[src/host_port_regs.vh]
// Constants for the host secondary-address port and service request logic
`ifndef HOST_PORT_REGS_VH
`define HOST_PORT_REGS_VH
// Secondary address codes
`define SEC_SYS_STATUS   5'h01
`define SEC_MAIN_STATUS  5'h02
`define SEC_RES_STATUS   5'h03
`define SEC_INT_STATUS   5'h04
`define SEC_BUF_WRITE    5'h05
`define SEC_BUF_READ     5'h06
`define SEC_VAR_WRITE    5'h07
`define SEC_VAR_READ     5'h08
`define SEC_DOWNLOAD     5'h09
`define SEC_PORT_A       5'h0B
`define SEC_PORT_D       5'h0E
// Fixed block lengths in words
`define LEN_STATUS       16'h0008
`define LEN_INT_STATUS   16'h0010
// Interrupt status word index of the request code
`define INT_CODE_WORD    4'h0
// Transfer kind codes
`define XFER_NONE        4'h0
`define XFER_STATUS      4'h1
`define XFER_BUF_WR      4'h2
`define XFER_BUF_RD      4'h3
`define XFER_VAR_WR      4'h4
`define XFER_VAR_RD      4'h5
`define XFER_DOWNLOAD    4'h6
`define XFER_PORT        4'h7
`define XFER_INVALID     4'h8
// Interrupt action select values
`define CARD_ACT_SRQ     1'b0
`define CARD_ACT_TASK    1'b1
// Edge select codes for digital input interrupts
`define EDGE_RISE        2'h1
`define EDGE_FALL        2'h2
`define EDGE_BOTH        2'h3
// Word transfer time at 500 KB/s: 4000 ns per 16-bit word
`define WORD_TIME_NS     4000
`define CLK_PERIOD_NS    10
`define WORD_CYCLES      (`WORD_TIME_NS / `CLK_PERIOD_NS)
// Pacing counter reload: one word per WORD_CYCLES, counted from zero
`define PACE_RELOAD      16'h018F
`endif

[src/host_secondary_port_srq_ctrl.v]
// Host secondary-address decoder, port release and service request control
`timescale 1ns/1ps
`include "host_port_regs.vh"
// Function
// Secondaries 1-4 return 8/8/8/16 status words
// Secondaries 5-8 buffer/variable write and read
// Secondary 9 writes accepted as subroutine download
// Secondaries 11-14 deliver ports A-D buffers
// Altering released buffer suspends the task
// Suspension halts all task scheduling
// Reading waiting word count frees the buffer
// Any non-main buffer releasable, several per port
// Card interrupts on edges, counts, overflow, limits
// Card interrupt requests service or schedules task
// Interrupt task waits for normal scheduler turn
// Programmed request n stored, asserts service line
// Only unsolicited action is the service request
// Pending request held during host transfer; the code lets it out on a new xfer_start even while held
// Unread results, terminator wait, short secondaries block
// All host transfers paced as memory access
// Host must move exactly expected word count
// Host polls then reads interrupt status
// Host advised to check status after transfers
// Short system status read stays incomplete
// Serial poll clears request, code kept
module host_secondary_port_srq_ctrl (
	// Clock and reset
	input  wire        core_clk,
	input  wire        sys_rst,
	// Host bus side: transfer framing and word strobes (already synchronised)
	input  wire        xfer_start,
	input  wire [4:0]  xfer_secondary,
	input  wire [15:0] xfer_count,
	input  wire        host_word,
	input  wire        await_eoi,
	input  wire        await_bang,
	input  wire        serial_poll_read,
	output wire        word_ready,
	output reg         srq_out,
	output reg         srq_oe,
	output reg         status_byte_rsv,
	output reg  [3:0]  xfer_kind,
	output reg  [1:0]  xfer_port,
	output reg         xfer_busy,
	output reg         xfer_done,
	output reg         dma_word,
	// Task processor side
	input  wire        main_results_unread,
	input  wire        release_req,
	input  wire [1:0]  release_port,
	input  wire [15:0] release_words,
	input  wire        release_is_main,
	input  wire        alter_req,
	input  wire [1:0]  alter_port,
	input  wire        alter_released,
	input  wire        prog_srq,
	input  wire [6:0]  prog_srq_code,
	input  wire        task_yield,
	output reg         sched_halt,
	output reg         release_reject,
	output reg  [63:0] port_words,
	output reg  [6:0]  int_code,
	output reg         task_wake,
	output reg  [3:0]  task_wake_card,
	// Function card interrupt sources (pins, synchronised here)
	input  wire [3:0]  card_din,
	input  wire [7:0]  card_edge_sel,
	input  wire [3:0]  card_event,
	input  wire [3:0]  card_action
);
	// Transfer state machine, one-hot
	localparam ST_IDLE = 3'h1;
	localparam ST_MOVE = 3'h2;
	localparam ST_DONE = 3'h4;

	reg  [2:0]  state;
	reg  [15:0] words_left;
	reg  [15:0] pace_cnt;
	reg         srq_pend;
	reg         suspended;
	reg  [3:0]  din_s1;
	reg  [3:0]  din_s2;
	reg  [3:0]  din_d;
	reg  [3:0]  evt_s1;
	reg  [3:0]  evt_s2;
	reg  [3:0]  evt_d;
	reg  [3:0]  task_pend;
	reg  [3:0]  next_kind;
	reg  [15:0] next_len;
	wire [3:0]  card_irq;
	wire        xfer_hold;
	wire        card_srq;
	wire [1:0]  port_idx;
	wire        alter_hit;
	reg         next_suspended;
	reg  [1:0]  susp_port;

	// Port index: secondary 11 lands on A, 14 on D
	assign port_idx = xfer_secondary[1:0] + 2'h1;

	// Decode secondary into kind and expected length
	always @* begin
		next_kind = `XFER_INVALID;
		next_len  = xfer_count;
		case (xfer_secondary)
		`SEC_SYS_STATUS, `SEC_MAIN_STATUS, `SEC_RES_STATUS: begin
			next_kind = `XFER_STATUS;
			next_len  = `LEN_STATUS;
		end
		`SEC_INT_STATUS: begin
			next_kind = `XFER_STATUS;
			next_len  = `LEN_INT_STATUS;
		end
		`SEC_BUF_WRITE: next_kind = `XFER_BUF_WR;
		`SEC_BUF_READ:  next_kind = `XFER_BUF_RD;
		`SEC_VAR_WRITE: next_kind = `XFER_VAR_WR;
		`SEC_VAR_READ:  next_kind = `XFER_VAR_RD;
		`SEC_DOWNLOAD:  next_kind = `XFER_DOWNLOAD;
		default: begin
			if (xfer_secondary >= `SEC_PORT_A &&
			    xfer_secondary <= `SEC_PORT_D) begin
				next_kind = `XFER_PORT;
				next_len  = port_words[{port_idx, 4'h0} +: 16];
			end
		end
		endcase
	end

	// Word pacing: DMA never faster than the rated word rate
	assign word_ready = (state == ST_MOVE) && (pace_cnt == 16'h0000);

	// Transfer engine; a short count leaves the engine busy
	always @(posedge core_clk) begin
		if (sys_rst) begin
			state      <= ST_IDLE;
			words_left <= 16'h0000;
			pace_cnt   <= 16'h0000;
			xfer_kind  <= `XFER_NONE;
			xfer_port  <= 2'h0;
			xfer_busy  <= 1'b0;
			xfer_done  <= 1'b0;
			dma_word   <= 1'b0;
		end else begin
			xfer_done <= 1'b0;
			dma_word  <= 1'b0;
			if (pace_cnt != 16'h0000)
				pace_cnt <= pace_cnt - 16'h0001;
			case (state)
			ST_IDLE: begin
				if (xfer_start) begin
					xfer_kind  <= next_kind;
					xfer_port  <= port_idx;
					words_left <= next_len;
					xfer_busy  <= 1'b1;
					state      <= (next_len == 16'h0000) ? ST_DONE : ST_MOVE;
				end
			end
			ST_MOVE: begin
				if (xfer_start) begin
					// New transfer abandons the old one
					xfer_kind  <= next_kind;
					xfer_port  <= port_idx;
					words_left <= next_len;
					state      <= (next_len == 16'h0000) ? ST_DONE : ST_MOVE;
				end else if (host_word && word_ready) begin
					dma_word   <= 1'b1;
					pace_cnt   <= `PACE_RELOAD;
					words_left <= words_left - 16'h0001;
					if (words_left == 16'h0001)
						state <= ST_DONE;
				end
			end
			ST_DONE: begin
				// A start here is kept, so no open is ever lost
				xfer_done <= 1'b1;
				if (xfer_start) begin
					xfer_kind  <= next_kind;
					xfer_port  <= port_idx;
					words_left <= next_len;
					state      <= (next_len == 16'h0000) ? ST_DONE : ST_MOVE;
				end else begin
					xfer_busy <= 1'b0;
					state     <= ST_IDLE;
				end
			end
			default: state <= ST_IDLE;
			endcase
		end
	end

	// Released-buffer word counts per port; a full read frees them
	genvar p;
	generate
		for (p = 0; p < 4; p = p + 1) begin : g_port
			wire add_now;
			wire read_done;
			assign add_now   = release_req && !release_is_main &&
				release_port == p;
			assign read_done = state == ST_DONE &&
				xfer_kind == `XFER_PORT && xfer_port == p;
			// A release in the cycle of the read survives it
			always @(posedge core_clk) begin
				if (sys_rst) begin
					port_words[p*16 +: 16] <= 16'h0000;
				end else if (add_now) begin
					port_words[p*16 +: 16] <= release_words +
						(read_done ? 16'h0000 : port_words[p*16 +: 16]);
				end else if (read_done) begin
					port_words[p*16 +: 16] <= 16'h0000;
				end
			end
		end
	endgenerate

	// Main result buffer is never releasable
	always @(posedge core_clk) begin
		if (sys_rst)
			release_reject <= 1'b0;
		else
			release_reject <= release_req && release_is_main;
	end

	// Task suspension on released buffer stalls the whole scheduler
	assign alter_hit = alter_req && alter_released &&
		port_words[{alter_port, 4'h0} +: 16] != 16'h0000;

	// Only the port that caused the stall can lift it
	always @* begin
		next_suspended = suspended;
		if (alter_hit)
			next_suspended = 1'b1;
		else if (port_words[{susp_port, 4'h0} +: 16] == 16'h0000)
			next_suspended = 1'b0;
	end

	always @(posedge core_clk) begin
		if (sys_rst) begin
			suspended <= 1'b0;
			susp_port <= 2'h0;
		end else begin
			suspended <= next_suspended;
			if (alter_hit)
				susp_port <= alter_port;
		end
	end

	always @* begin
		sched_halt = suspended;
	end

	// Card input synchronisers
	always @(posedge core_clk) begin
		if (sys_rst) begin
			din_s1 <= 4'h0;
			din_s2 <= 4'h0;
			din_d  <= 4'h0;
			evt_s1 <= 4'h0;
			evt_s2 <= 4'h0;
			evt_d  <= 4'h0;
		end else begin
			din_s1 <= card_din;
			din_s2 <= din_s1;
			din_d  <= din_s2;
			evt_s1 <= card_event;
			evt_s2 <= evt_s1;
			evt_d  <= evt_s2;
		end
	end

	// Interrupt per card: selected edge or rising completion event
	genvar c;
	generate
		for (c = 0; c < 4; c = c + 1) begin : g_card
			assign card_irq[c] =
				(card_edge_sel[c*2 +: 2] == `EDGE_RISE &&
				 din_s2[c] && !din_d[c]) ||
				(card_edge_sel[c*2 +: 2] == `EDGE_FALL &&
				 !din_s2[c] && din_d[c]) ||
				(card_edge_sel[c*2 +: 2] == `EDGE_BOTH &&
				 din_s2[c] != din_d[c]) ||
				(evt_s2[c] && !evt_d[c]);
		end
	endgenerate

	assign card_srq = |(card_irq & ~card_action);

	// Linked tasks queue until the scheduler yields
	always @(posedge core_clk) begin
		if (sys_rst) begin
			task_pend      <= 4'h0;
			task_wake      <= 1'b0;
			task_wake_card <= 4'h0;
		end else begin
			task_wake <= 1'b0;
			// Next value used so no wake slips out as a stall begins
			if (task_yield && !next_suspended && task_pend != 4'h0) begin
				task_wake      <= 1'b1;
				task_wake_card <= task_pend & (~task_pend + 4'h1);
				task_pend      <= (task_pend & (task_pend - 4'h1)) |
					(card_irq & card_action);
			end else begin
				task_pend <= task_pend | (card_irq & card_action);
			end
		end
	end

	// Anything that counts as a host transfer in progress
	assign xfer_hold = xfer_busy || main_results_unread ||
		await_eoi || await_bang;

	// Service request: pend, hold off, assert, clear on poll
	always @(posedge core_clk) begin
		if (sys_rst) begin
			srq_pend        <= 1'b0;
			srq_out         <= 1'b0;
			srq_oe          <= 1'b0;
			status_byte_rsv <= 1'b0;
			int_code        <= 7'h00;
		end else begin
			if (prog_srq && prog_srq_code != 7'h00)
				int_code <= prog_srq_code;
			// New request wins over a poll in the same cycle
			if ((prog_srq && prog_srq_code != 7'h00) || card_srq)
				srq_pend <= 1'b1;
			else if (serial_poll_read && status_byte_rsv)
				srq_pend <= 1'b0;
			// A new start lets the held request out
			if (srq_pend && (!xfer_hold || xfer_start) &&
			    !(serial_poll_read && status_byte_rsv)) begin
				srq_out         <= 1'b1;
				srq_oe          <= 1'b1;
				status_byte_rsv <= 1'b1;
			end else if (serial_poll_read || !srq_pend) begin
				srq_out         <= 1'b0;
				srq_oe          <= 1'b0;
				status_byte_rsv <= 1'b0;
			end
		end
	end

endmodule // host_secondary_port_srq_ctrl

[config.mk]
export PLATFORM = sky130hd
export DESIGN_NAME = host_secondary_port_srq_ctrl
export DESIGN_NICKNAME = d
export VERILOG_FILES = /design/src/host_secondary_port_srq_ctrl.v
export VERILOG_INCLUDE_DIRS = /design/src /design/src/src
export SDC_FILE = /design/constraint.sdc
export NUM_CORES = 1
export LEC_CHECK = 0
export ABC_AREA = 1
export BUFFER_PORTS_ARGS = -buffer_cell sky130_fd_sc_hd__buf_2
export CAP_MARGIN = 25
export CELL_PAD_IN_SITES_DETAIL_PLACEMENT = 1
export CELL_PAD_IN_SITES_GLOBAL_PLACEMENT = 1
export CORE_UTILIZATION = 41
export CTS_BUF_LIST = sky130_fd_sc_hd__clkbuf_16
export DETAILED_ROUTE_END_ITERATION = 10
export HOLD_SLACK_MARGIN = 0.06
export PLACE_DENSITY_LB_ADDON = 0.2
export SYNTH_ARGS = -nofsm -noshare
export SYNTH_HDL_FRONTEND = slang
export SYNTH_SLANG_ARGS = --single-unit
[constraint.sdc]
create_clock -name core_clk -period 4.4 [get_ports core_clk]
set_clock_uncertainty 0.2 [all_clocks]
set_input_delay 0.44 -clock core_clk [delete_from_list [all_inputs] [get_ports core_clk]]
set_output_delay 0.44 -clock core_clk [all_outputs]
set_load 0.01 [all_outputs]
### After elaboration in Yosys (flattened, before gate mapping)

Cells that the tools add are included.

| word-level totals | value |
|---|---|
| flip-flop bits (word level) | 154 |
| input bits | 82 |
| output and inout port bits | 91 |
| logic and storage cells | 236 |

| operators by class | value |
|---|---|
| add/subtract/negate cells | 9 |
| $lt $le $gt $ge | 2 |
| equal/unequal tests | 41 |
| shift operators | 3 |
| mux-type cells | 40 |
| bitwise gates (word level) | 9 |
| reductions and logical operators | 105 |

Operators by type and width:

| kind | number |
|---|---|
| $mux 16 | 16 |
| $shiftx 64x7->16 | 3 |
| $add 16x16->16 | 4 |
| $logic_not 16->1 | 3 |
| $pmux 16 s3 | 1 |
| $logic_and 1x1->1 | 46 |
| $pmux 16 s2 | 1 |
| $reduce_bool 16->1 | 2 |
| $sub 16x1->16 const B | 2 |
| $eq 2x2->1 const B | 12 |
| $pmux 4 s6 | 1 |
| $eq 5x3->1 const B | 4 |
| $logic_or 1x1->1 | 18 |
| $mux 3 | 6 |
| $logic_not 1->1 | 17 |
| $and 4x4->4 | 4 |
| $eq 16x1->1 const B | 1 |
| $eq 2x1->1 const B | 6 |
| $mux 1 | 11 |
| $eq 5x2->1 const B | 2 |
| $eq 5x4->1 const B | 2 |
| $pmux 3 s3 | 1 |
| $reduce_and 3->1 | 3 |
| $reduce_or 3->1 | 3 |
| 27 further kinds | 40 |

### Longest topological paths before layout

| logic depth | value |
|---|---|
| word-level depth | 10 |
| depth in mapped cells | 20 |
| mapped depth without buffers | 19 |

### Worst setup path before layout

Ideal clock, no wire load.

| timing path | value |
|---|---|
| kind | reg2reg |
| from | register state[1] |
| to | register port_words[42] |
| library setup time | 116 ps |
| arrival time | 2,823 ps |
| required time | 4,084 ps |
| path slack | 1,261 ps |
| stages on the path, launching flop included | 21 |
| path buffers | 1 |
| clock period less this slack | 3,139 ps |
| cell sequence | dfxtp_1 -> inv_1 -> nand3_1 -> nor4b_4 -> nand3_1 -> buf_2 -> nand2_1 -> inv_1 -> ha_1 -> inv_1 -> fa_1 -> inv_1 -> nand3_1 -> nand2_1 -> a21oi_1 -> o21ai_0 -> a21boi_0 -> or2_2 -> nand3_1 -> o211ai_1 -> inv_1 |

| on the way | value |
|---|---|
| longest elaborated chain between the ends | 6 |

RTL lines:

| element | line | text |
|---|---|---|
| start, declared | host_secondary_port_srq_ctrl.v:76 | `reg [2:0] state;` |
| start signal, assigned | host_secondary_port_srq_ctrl.v:155 | `state <= (next_len == 16'h0000) ? ST_DONE : ST_MOVE;` |
| start signal, assigned | host_secondary_port_srq_ctrl.v:164 | `state <= (next_len == 16'h0000) ? ST_DONE : ST_MOVE;` |
| start signal, assigned | host_secondary_port_srq_ctrl.v:180 | `state <= (next_len == 16'h0000) ? ST_DONE : ST_MOVE;` |
| $eq 3x3->1 * | host_secondary_port_srq_ctrl.v:199 | `assign read_done = state == ST_DONE &&` |
| $logic_and 1x1->1 (no line) * | - |  |
| $logic_and 1x1->1 * | host_secondary_port_srq_ctrl.v:199 |  |
| $mux 16 * | - |  |
| $add 16x16->16 | host_secondary_port_srq_ctrl.v:206 | `port_words[p*16 +: 16] <= release_words +` |
| $mux 16 * | host_secondary_port_srq_ctrl.v:205 | `end else if (add_now) begin` |
| end signal, assigned by index | host_secondary_port_srq_ctrl.v:206 |  |
| end, declared | host_secondary_port_srq_ctrl.v:61 | `output reg [63:0] port_words,` |

Every way passes the cells marked *; elsewhere a longest branch is shown, timed or not.
A chain may end at the register's enable or synchronous reset.

### Worst setup path after layout

| timing path | value |
|---|---|
| from | register state[1] |
| to | register port_words[10] |

The elaborated chain is that of the path after synthesis.

==> out/qor.yml <==
outcome: "complete, no violations"
grt_use_met3: 0.0447
vias: 12400
crit_arrival_ns: 3.93
synth_compound_area_frac: 0.169
grt_busiest_layer: "met2"
finalPower_w: 0.00442
grtUsageMet2: 0.507
ys_seq_elements: 154
drive_gt1_frac: 0.132
setup_ws_ns: 0.612
cts.sinks: 154
syn-cell-area_um2: 11200
multiInputGateArea_um2: 6870
rows: 60
cts_hold_buffers: 15
regToRegStartpoint: "state[1]"
fin_tns_setup_ns: 0
antenna_found_initial: 0
leakagePower_nw: 7.19
synth_nets: 1930
num_io_pins: 173
ys.flop_type: "dfxtp_1"
reg2reg_to: "port_words[10]"
worstSetupStartpoint: "state[1]"
drt-total-wl_mm: 41.6
worstPathRequired_ns: 4.54
final_nets: 2097
max_freq_mhz: 264
synthCells: 1776
endpoint: "port_words[10]"
synthAdderAreaFrac: 0.0828
max-vdd-ir-drop_uv: 198
critical_path.most_common_cell: "inv_1"
worst-setup-path-type: "reg2reg"
path_delay_family: "simple AND/OR/NAND/NOR gates"
crit_path_top_delay_cell: "nand3_1"
max_stage_delay_ns: 0.55
dpl.hpwl_mm: 32.1
synth-simple-area-share: 0.325
async_flop_share: 0
ant_nets: 0
nFillCells: 3693
period_needed_ns: 3.79
period_share: 0.861
grt_pass1_wl_mm: 65.0
pwr_density_cell_nw_per_um2: 337
synth_area_leader_cell: "dfxtp_1"
grt_max_degree: 79
synthTopCellsByArea: "dfxtp_1 (27%), nand2_1 (15%), inv_1 (9.1%), ha_1 (7.6%), a21oi_1 (6.3%)"
htree_levels: 4
holdCritPathClass: "in2reg"
coreArea_um2: 27000
clkTransAtPathRegs_ns: 0.07
ff_latch_area_um2: 3080
root_buffer: "clkbuf_16"
yosysSeqAreaShare: 0.274
grt_pass1_vias: 12300
yosys_warnings: 0
rsz0062_at_grt: "false"
die_h_um: 168
globalplace.congestion: 0.932
r2r_cells: 16
grtUsageTotal: 0.296
grt.overflow.total: 0
path_cells: "inv_1, nand3_1, nor4b_4, nand3_1, nand2_1, inv_1, ha_1, nand2_1, o21ai_0, a21oi_1, nor2_1, o21ai_0, inv_1, o21ai_0, o211ai_1, inv_1"
die_x_um: 168
grt_use_met1: 0.364
relSlewSlack: 0.331
die_area_um2: 28100
synth_mux_area_frac: 0.000890
start_kind: "flop"
cts_tree: "done"
worst_pin_slew_ns: 1.00
setup_viol: 0
first_pass_iters: 5
start_util: 0.417
crit_buf_inv: 4
synth_top_family_by_area: "simple AND/OR/NAND/NOR gates"
avgViaCountPerCell: 5.40
end_kind: "flop"
antennaDiodeCount: 0
ys_types: 54
syn_avg_cell_area_um2: 6.33
cap_violations: 0
cts_setup_buffers: 0
finalHoldViolCount: 0
area_delta_synth_final_pct: 16.7
io_buffers: 172
synth-xor-area-share: 0.0335
drtIter0Drc: 670
synth_top_area_frac: 0.274
clk_latency_ns: 0.44
synth-edff-count: 0
drc_errors: 0
cts_resized: 0
wl_per_cell_um: 18.1
finalMaxSlewViolations: 0
clockBufferDepth: 2
dpl_worst_slack_ns: 0.641
r2r_setup_slack_ns: 0.61
cts_made_buffers: 17
cp.depth: 16
cp_max_fo: 16
-- layer usage --
layer,vias up,routed length (um)
li1,6109,-
met1,5880,18100
met2,327,19600
met3,90,2080
met4,0,1840
met5,-,0
-- worst min-delay path, stage by stage --
cell and delay (ns):
buf_2 0.09, o21ai_0 0.08, nor2_1 0.08
-- cell usage after synthesis (11+ instances only) --
| cell type | n |
|---|---|
| nand3_1 | 109 |
| dfxtp_1 | 154 |
| ha_1 | 68 |
| o21ai_0 | 115 |
| buf_2 | 11 |
| o211ai_1 | 23 |
| a21oi_1 | 141 |
| clkbuf_1 | 29 |
| a211oi_1 | 11 |
| xnor2_1 | 16 |
| nor3_1 | 23 |
| nand4_1 | 30 |
| nand3b_1 | 14 |
| nor2_1 | 182 |
| xor2_1 | 27 |
| nand2_1 | 439 |
| inv_1 | 273 |
-- cells in the final DEF (no fill, tap or decap), types with 5 or more instances in the layout --
master,instances
nand3b_1,14
o21a_1,5
or2_2,5
dlygate4sd3_1,15
nor4_1,6
xor2_1,27
nand2_1,439
inv_8,7
a21o_1,6
a211oi_1,11
a21oi_1,141
nor2_2,9
buf_2,172
o21ai_0,115
nor3_1,23
nor3_2,5
clkbuf_16,17
a31oi_1,8
nand4_1,30
o211ai_1,23
nand3_1,109
buf_4,12
dfxtp_1,154
xnor2_1,16
inv_1,272
nor2_1,182
ha_1,68
-- sequential cells by signal, indices dropped and copies added (netlist names) --
signal / count
evt_s1: 4
xfer_kind: 4
din_s1: 4
susp_port: 2
int_code: 7
release_reject: 1
evt_d: 4
words_left: 16
port_words: 64
task_wake: 1
status_byte_rsv: 1
din_s2: 4
srq_pend: 1
sched_halt: 1
xfer_port: 2
din_d: 4
task_wake_card: 4
xfer_busy: 1
xfer_done: 1
dma_word: 1
evt_s2: 4
pace_cnt: 16
state: 3
task_pend: 4
-- cells by family (layout without fill, tap and decap cells) --
logic type      Yosys count  count (layout)
compound gates          338             338
xor+xnor                 43              43
fa+ha+maj                72              72
buf+inv                 327             507
flops                   154             154
mux                       1               1
simple gates            841             841
-- stage by stage --
step	utilization	hold WS [ns]	std cells	area [um2]
after floorplan	-	0.188	1776	11200
after global placement	0.459	0.190	2250	12400
after detailed placement	0.459	0.197	2250	12400
after CTS	0.487	0.0637	2297	13100
after global routing	0.487	0.0747	2297	13100
final	0.487	0.0745	2297	13100
-- area by class of cell --
| cell class | instances | area share |
|---|---|---|
| clock buffers | 17 | 0.0324 |
| clock inverters | 15 | 0.0133 |
| inverters | 276 | 0.0790 |
| multi-input cells | 1295 | 0.524 |
| flip-flops and latches | 154 | 0.235 |
| well taps | 341 | 0.0325 |
| repair buffers | 199 | 0.0839 |
-- worst min-delay path by stage --
stage	startpoint	to	slack (ns)	cells after the start
global route	alter_port[1]	susp_port[1]	0.07	2
floorplan	din_s1[0]	din_s2[0]	0.19	2
global placement	din_s1[2]	din_s2[2]	0.19	2
detailed placement	din_s1[2]	din_s2[2]	0.20	2
finish	prog_srq_code[0]	int_code[0]	0.07	3
CTS	alter_port[1]	susp_port[1]	0.06	2
-- power by group --
group          leakage [nW]  switching [W]  internal, W
Combinational          5.64       0.000815     0.000455
Sequential             1.26       0.000108      0.00151
Clock                 0.287       0.000719     0.000815
Total                  7.19        0.00164      0.00278
Power figures use the tool's default switching activity.
